`config.mk`:
```
export PLATFORM = sky130hd
export DESIGN_NAME = dpsc_power_ctl
export DESIGN_NICKNAME = d
export VERILOG_FILES = /design/src/rtl/dpsc_power_ctl.v /design/src/rtl/dpsc_bank_track.v
export VERILOG_INCLUDE_DIRS = /design/src /design/src/inc
export SDC_FILE = /design/constraint.sdc
export NUM_CORES = 1
export LEC_CHECK = 0
export CAP_MARGIN = 10
export CORE_MARGIN = 1.5
export CORE_UTILIZATION = 55
export DETAILED_ROUTE_END_ITERATION = 7
export DONT_BUFFER_PORTS = 1
export PLACE_DENSITY = 0.73
export SLEW_MARGIN = 20
export SYNTH_ARGS = -nofsm -noshare
export SYNTH_HDL_FRONTEND = slang
export SYNTH_SLANG_ARGS = --single-unit
```
`constraint.sdc`:
```
create_clock -name ref_clk -period 2.1 [get_ports ref_clk]
set_clock_uncertainty 0.15 [all_clocks]
set_input_delay 0 -clock ref_clk [delete_from_list [all_inputs] [get_ports ref_clk]]
set_output_delay 0 -clock ref_clk [all_outputs]
set_load 0.01 [all_outputs]
```
`src/inc/dpsc_map.vh`:
```
// dpsc_map.vh - constants for the cke power-state block
`ifndef DPSC_MAP_VH
`define DPSC_MAP_VH
// command encodings {cs_n, ras_n, cas_n, we_n}
`define DPSC_CMD_NOP      4'h7
`define DPSC_CMD_ACT      4'h3
`define DPSC_CMD_READ     4'h5
`define DPSC_CMD_WRITE    4'h4
`define DPSC_CMD_PRE      4'h2
`define DPSC_CMD_REF      4'h1
`define DPSC_CMD_LM       4'h0
// mode register field positions
`define DPSC_MR_PDX_BIT   12
// timing counts in clocks
`define DPSC_XSRD_CLK     200
`define DPSC_CKE_MIN_CLK  3
`define DPSC_FCHG_CLK     2
// reset values
`define DPSC_CKE_RST      1'b1
`endif

```
`src/rtl/dpsc_power_ctl.v`:
```
// dpsc_power_ctl.v - cke driven power-state control of a ddr2 device
// Function
// - action from cke pair and command
// - fall picks precharge or active power-down
// - refresh with cke fall enters self refresh
// - no refresh while in power-down
// - odt ignored by states, off in self refresh
// - unlisted combinations flagged illegal
// - write auto precharge then entry accepted
// - precharge power-down one clock after ref/pre
// - active power-down one clock after activate
// - mr bit 12 selects exit speed
`timescale 1ns/1ps
`default_nettype none
`include "dpsc_map.vh"
module dpsc_power_ctl #(
  parameter XSRD_CLK = `DPSC_XSRD_CLK
) (
  // clock and reset
  input  wire        ref_clk,
  input  wire        rst,
  // pins from the controller
  input  wire        cke,
  input  wire        cs_n,
  input  wire        ras_n,
  input  wire        cas_n,
  input  wire        we_n,
  input  wire [2:0]  ba,
  input  wire        a10,
  input  wire        odt,
  // mode register field
  input  wire        mr_slow_exit,
  // device busy with a burst or mode load
  input  wire        op_busy,
  // state outputs
  output reg         st_active,
  output reg         st_ppd,
  output reg         st_apd,
  output reg         st_sref,
  output reg         slow_exit,
  output reg         refresh_en,
  output reg         odt_en,
  output reg         read_ok,
  output reg         illegal
);
  ////////////////////////////////////////////////////////////////////
  // state codes, one-hot
  localparam [3:0] S_ACT  = 4'h1;  // clock enabled
  localparam [3:0] S_PPD  = 4'h2;  // precharge power-down
  localparam [3:0] S_APD  = 4'h4;  // active power-down
  localparam [3:0] S_SREF = 4'h8;  // self refresh

  reg  [3:0] state_reg;    // power state
  reg  [3:0] state_next;   // next power state
  // cke_reg resets high, matching the idle pin, so reset never fakes a fall
  reg        cke_reg;      // cke at previous edge
  reg  [7:0] xsrd_reg;     // clocks since self refresh exit
  reg  [7:0] xsrd_next;    // next count
  reg        ill_next;     // illegal combination seen
  wire [3:0] cmd;          // decoded command bus
  wire       is_nop;       // nop or deselect
  wire       any_open;     // a row is open now
  wire       idle_after;   // all idle after this command

  // deselect counts as nop
  function nop_or_desel;
    input       f_cs_n;
    input [3:0] f_cmd;
    begin
      nop_or_desel = f_cs_n | (f_cmd == `DPSC_CMD_NOP);
    end
  endfunction

  assign cmd    = {cs_n, ras_n, cas_n, we_n};
  assign is_nop = nop_or_desel(cs_n, cmd);

  ////////////////////////////////////////////////////////////////////
  // bank tracking; entries one clock after act/pre/ref are legal
  // commands only count while cke was high at the previous edge
  dpsc_bank_track #(
    .NBANK (8)
  ) u_bank (
    .ref_clk        (ref_clk),
    .rst            (rst),
    .cmd_valid      (cke_reg & ~cs_n),
    .cmd            (cmd),
    .bank           (ba),
    .a10            (a10),
    .any_open       (any_open),
    .all_idle_after (idle_after)
  );

  ////////////////////////////////////////////////////////////////////
  // next-state from cke pair and command; odt not consulted
  always @* begin
    state_next = state_reg;
    ill_next   = 1'b0;
    // low-to-low pairs hold power-down and self refresh; every command
    // is don't-care there, so only the rising edge is decoded
    case (state_reg)
      S_ACT: begin
        if (cke_reg && !cke) begin
          // a nop fall while busy is refused and flagged like any other
          // unlisted pair; the device then stays with the clock enabled
          if (is_nop && !op_busy) begin
            // idle banks pick precharge power-down
            if (!any_open) state_next = S_PPD;
            else state_next = S_APD;
          end else if (!cs_n && cmd == `DPSC_CMD_REF
                       && idle_after) begin
            // every bank idle after this edge, so no open row is lost
            state_next = S_SREF;
          end else begin
            ill_next = 1'b1;
          end
        end
      end
      S_PPD, S_APD: begin
        if (cke) begin
          if (is_nop) state_next = S_ACT;
          else ill_next = 1'b1;
        end
      end
      S_SREF: begin
        if (cke) begin
          if (is_nop) state_next = S_ACT;
          else ill_next = 1'b1;
        end
      end
      default: state_next = S_ACT;
    endcase
  end

  ////////////////////////////////////////////////////////////////////
  // read window after self refresh exit; the count saturates at the
  // limit so it never wraps and closes the window again by itself
  always @* begin
    xsrd_next = xsrd_reg;
    if (state_reg == S_SREF && state_next == S_ACT)
      xsrd_next = 8'h00;
    else if (xsrd_reg < XSRD_CLK[7:0])
      xsrd_next = xsrd_reg + 8'h01;
  end

  ////////////////////////////////////////////////////////////////////
  // registers
  always @(posedge ref_clk) begin
    if (rst) begin
      state_reg <= S_ACT;
      cke_reg   <= `DPSC_CKE_RST;
      // start at the limit: reads are open straight after reset
      xsrd_reg  <= XSRD_CLK[7:0];
      illegal   <= 1'b0;
      slow_exit <= 1'b0;
    end else begin
      state_reg <= state_next;
      cke_reg   <= cke;
      xsrd_reg  <= xsrd_next;
      illegal   <= ill_next;
      // exit speed is fixed at active power-down entry; a later mode change waits
      if (state_next == S_APD && state_reg == S_ACT)
        slow_exit <= mr_slow_exit;
    end
  end

  ////////////////////////////////////////////////////////////////////
  // state outputs from registers; they load from state_next so they
  // always agree with state_reg, changing at the deciding edge itself
  // refresh runs in active (by command) and in self refresh (inside)
  always @(posedge ref_clk) begin
    if (rst) begin
      st_active  <= 1'b1;
      st_ppd     <= 1'b0;
      st_apd     <= 1'b0;
      st_sref    <= 1'b0;
      refresh_en <= 1'b1;
      odt_en     <= 1'b0;
      read_ok    <= 1'b1;
    end else begin
      st_active  <= state_next[0];
      st_ppd     <= state_next[1];
      st_apd     <= state_next[2];
      st_sref    <= state_next[3];
      refresh_en <= state_next[0] | state_next[3];
      odt_en     <= odt & ~state_next[3];
      read_ok    <= state_next[0] &
                    (xsrd_next >= XSRD_CLK[7:0]);
    end
  end
endmodule // dpsc_power_ctl
`default_nettype wire

```
`src/rtl/dpsc_bank_track.v`:
```
// dpsc_bank_track.v - open-row tracker across eight banks
`timescale 1ns/1ps
`default_nettype none
`include "dpsc_map.vh"
module dpsc_bank_track #(
  parameter NBANK = 8
) (
  // clock and reset
  input  wire             ref_clk,
  input  wire             rst,
  // command straight from the pins, qualified by cmd_valid
  input  wire             cmd_valid,
  input  wire [3:0]       cmd,
  input  wire [2:0]       bank,
  input  wire             a10,
  // bank status
  output wire             any_open,
  output wire             all_idle_after
);
  reg  [NBANK-1:0] open_reg;   // one bit per bank
  reg  [NBANK-1:0] open_next;  // next open map

  // row open/close bookkeeping
  always @* begin
    open_next = open_reg;
    if (cmd_valid) begin
      if (cmd == `DPSC_CMD_ACT) begin
        open_next[bank] = 1'b1;
      end else if (cmd == `DPSC_CMD_PRE) begin
        if (a10) open_next = {NBANK{1'b0}};
        else open_next[bank] = 1'b0;
      end
    end
  end

  // state register
  always @(posedge ref_clk) begin
    if (rst) open_reg <= {NBANK{1'b0}};
    else open_reg <= open_next;
  end

  assign any_open       = |open_reg;
  assign all_idle_after = ~|open_next;
endmodule // dpsc_bank_track
`default_nettype wire

```
==> metrics <==
Primary FF master, synth=dfxtp_1; Final Hold Fails=1; post-placement cell area=0.00142 mm^2; Non-Filler Instances=212; vias in the first global route=1,247; nets=200; sequential fraction of the synthesis area=37.7%; GRT Resource Usage Total=25.9%; Post-synth EDFFs=0; IO Count=23; min Tclk post-route=2.24 ns; DRC errors left=0; Max stage delay on crit path=0.36 ns; # hold bufs at CTS=16; routed wire length=3.50 mm; top sig layer=met4; Iteration-0 DRC Markers=31; Post-Syn Nets=176; flops & latches, synth=26; die width=53.1 um; CTS sink count=26; RSZ-0062 raised after global routing=true; met2 WL=1.73 mm; Pleak=0.646 nW; Rel. slew slack=54.0%; CP Data Arrival Time=2.32 ns; initial core utilization=60.1%; share of the synthesized area in the top cell type=37.7%; Distinct cells, synth=43; HPWL Detailed=2.12 mm; CTS tree=done; CP Launch Type=flop; Fin Setup TNS=-0.443 ns; die height=53.1 um; fin worst setup slack=-0.143 ns; Tcrit/Tclk final=107%; Port Buffer Count=0; area delta synth->final=22.7%; Ys Warns=0; fraction of layout cells with a size suffix above 1=16.8%; Worst-Margin Slew=0.687 ns; Core Area=0.00230 mm^2; H-tree levels=1; gpl congestion=0.848; Crit Path Max Fanout=6; Hold Crit Depth=1; Crit. End Element=flop; Crit Path Category=flop to flop; first-pass GRT wire length=5.38 mm; Filler Cell Count=175; Avg Inst Size Synth=8.57 um^2; setup violators final=6; Final Power=0.878 mW; average vias per placed instance=6.32; Metal-1 WL=1.53 mm; P per Cell Area=519 mW/mm^2; Worst-path clk slew=0.13 ns; max cap viols=0; CTS buffer count=3; Multi-input gate area=850 um^2; Worst path slowest cell=dfxtp_2; CTS root buffer=clkbuf_4; Worst R2R Path Depth=7; Met3 Wirelength=161 um; f_max=446 MHz; Hold WS=-0.307 ns; post-synthesis instance total=161; Ant. Diodes=0; DRT Pass-1 Iters=4; row cnt=17; status=finished with violations; Yosys top cell by area=dfxtp_1; initial antenna violation count=0; final core utilization=73.7%; Setup WS pre-CTS=-0.145 ns; die area=0.00282 mm^2; Antenna Violating Nets Remaining=0; routed len/inst=16.5 um; Post-synth ARST share=0%; vias=1,339; clock tree buffer depth=2; dominant cells by area after synthesis=dfxtp_1 38%, nor2_1 5.4%, o211ai_1 3.3%; final global-route overflow total=0; Max VDD drop=492 uV; failing checks=negative hold slack, negative setup slack; clock latency on the worst-skew pair=0.31 ns; largest net degree at the start of global routing=23; design area=0.00169 mm^2; post-synthesis cell area=0.00138 mm^2; Inst Count DP=187; Cell Chain, Critical Path=nor3b_4 > o211ai_1 > a32o_2 > nor4_2 > nand4_1 > o31a_1 > and3b_1; Req. time, crit path=2.18 ns; hold crit path type=input pin to flop; Slew Viols, Final=0; Reg area=522 um^2
## kinds of logic (layout without fill, tap and decap cells)
group / count (synthesis) / in the layout / share of synthesized area [%]
AND/OR/NAND/NOR: 77 / 77 / 31.7
multiplexers: 3 / 3 / 2.18
flip-flops: 26 / 26 / 37.7
XOR/XNOR: 6 / 6 / 3.81
buffers and inverters: 10 / 33 / 3.17
AO/OA/AOI/OAI: 38 / 38 / 20.5
adder cells (fa/ha/maj): 1 / 1 / 0.906
## cells in the final DEF (no fill, tap or decap), types with 2 or more instances in the layout
cell,instances
xor2_1,4
dfxtp_1,25
a32o_1,2
nand4_1,4
inv_1,2
nand3b_1,2
o21ai_0,4
a21oi_2,2
nor3b_1,2
a31o_2,2
a32oi_1,2
nand2_1,10
dlygate4sd3_1,16
nor3_1,5
buf_4,11
a22oi_1,2
xnor2_1,2
nor2_1,19
mux2i_1,3
nand2b_1,5
nand3_1,4
nor4_1,4
o21bai_1,4
nor2b_1,6
a31oi_1,3
a21oi_1,3
o211ai_1,6
or2_2,3
clkbuf_4,3
and3b_1,4
## synthesized netlist by cell type (5+ instances only)
master    count
nor2_1       20
dfxtp_1      26
nand2_1      10
nor3_1        6
o211ai_1      6
clkbuf_1      5
a21oi_1       6
nor2b_1       6
nand2b_1      5
## worst paths after layout
check,startpoint,slack (ns),to
worst max register to register,cke_reg,-0.14,odt_en
worst max-delay path,cke_reg,-0.14,odt_en
worst min register to register,u_bank.open_reg[1],0.40,u_bank.open_reg[1]
worst min-delay path,odt,-0.31,odt_en
## critical path: cells and delay by family, from the launching register on
family          cells  cell delay, ns
simple gates        4            0.90
compound gates      3            0.75
flops               1            0.36
## power breakdown
group / total, mW / leakage [nW] / switching (mW) / internal, mW
Combinational: 0.120 / 0.414 / 0.0645 / 0.0552
Sequential: 0.511 / 0.211 / 0.00829 / 0.502
Clock: 0.248 / 0.0210 / 0.142 / 0.106
Total: 0.878 / 0.646 / 0.215 / 0.664
## per-layer routing
layer  GRT usage [%]  vias to the layer above
met5               0                        -
met2            44.6                       39
met3            4.24                       10
met1            31.7                      648
li1                -                      642
met4            10.7                        0
## final cells by class
cell class,instances,share of cell area (%)
tap,28,2.07
inverter,2,0.443
clock buffer,4,2.14
sequential,26,30.8
multi-input combinational,125,50.2
timing repair buffer,27,14.3
## timing repair
| action | CTS | global route |
|---|---|---|
| gates resized for setup | 4 | 5 |
| buffers inserted | 4 | 1 |
| endpoints found under the hold margin | 26 | 1 |
| pin swaps | 1 | 3 |
| setup endpoints to repair | 5 | 12 |
| cloned | 0 | 0 |
Power figures use the tool's default switching activity.
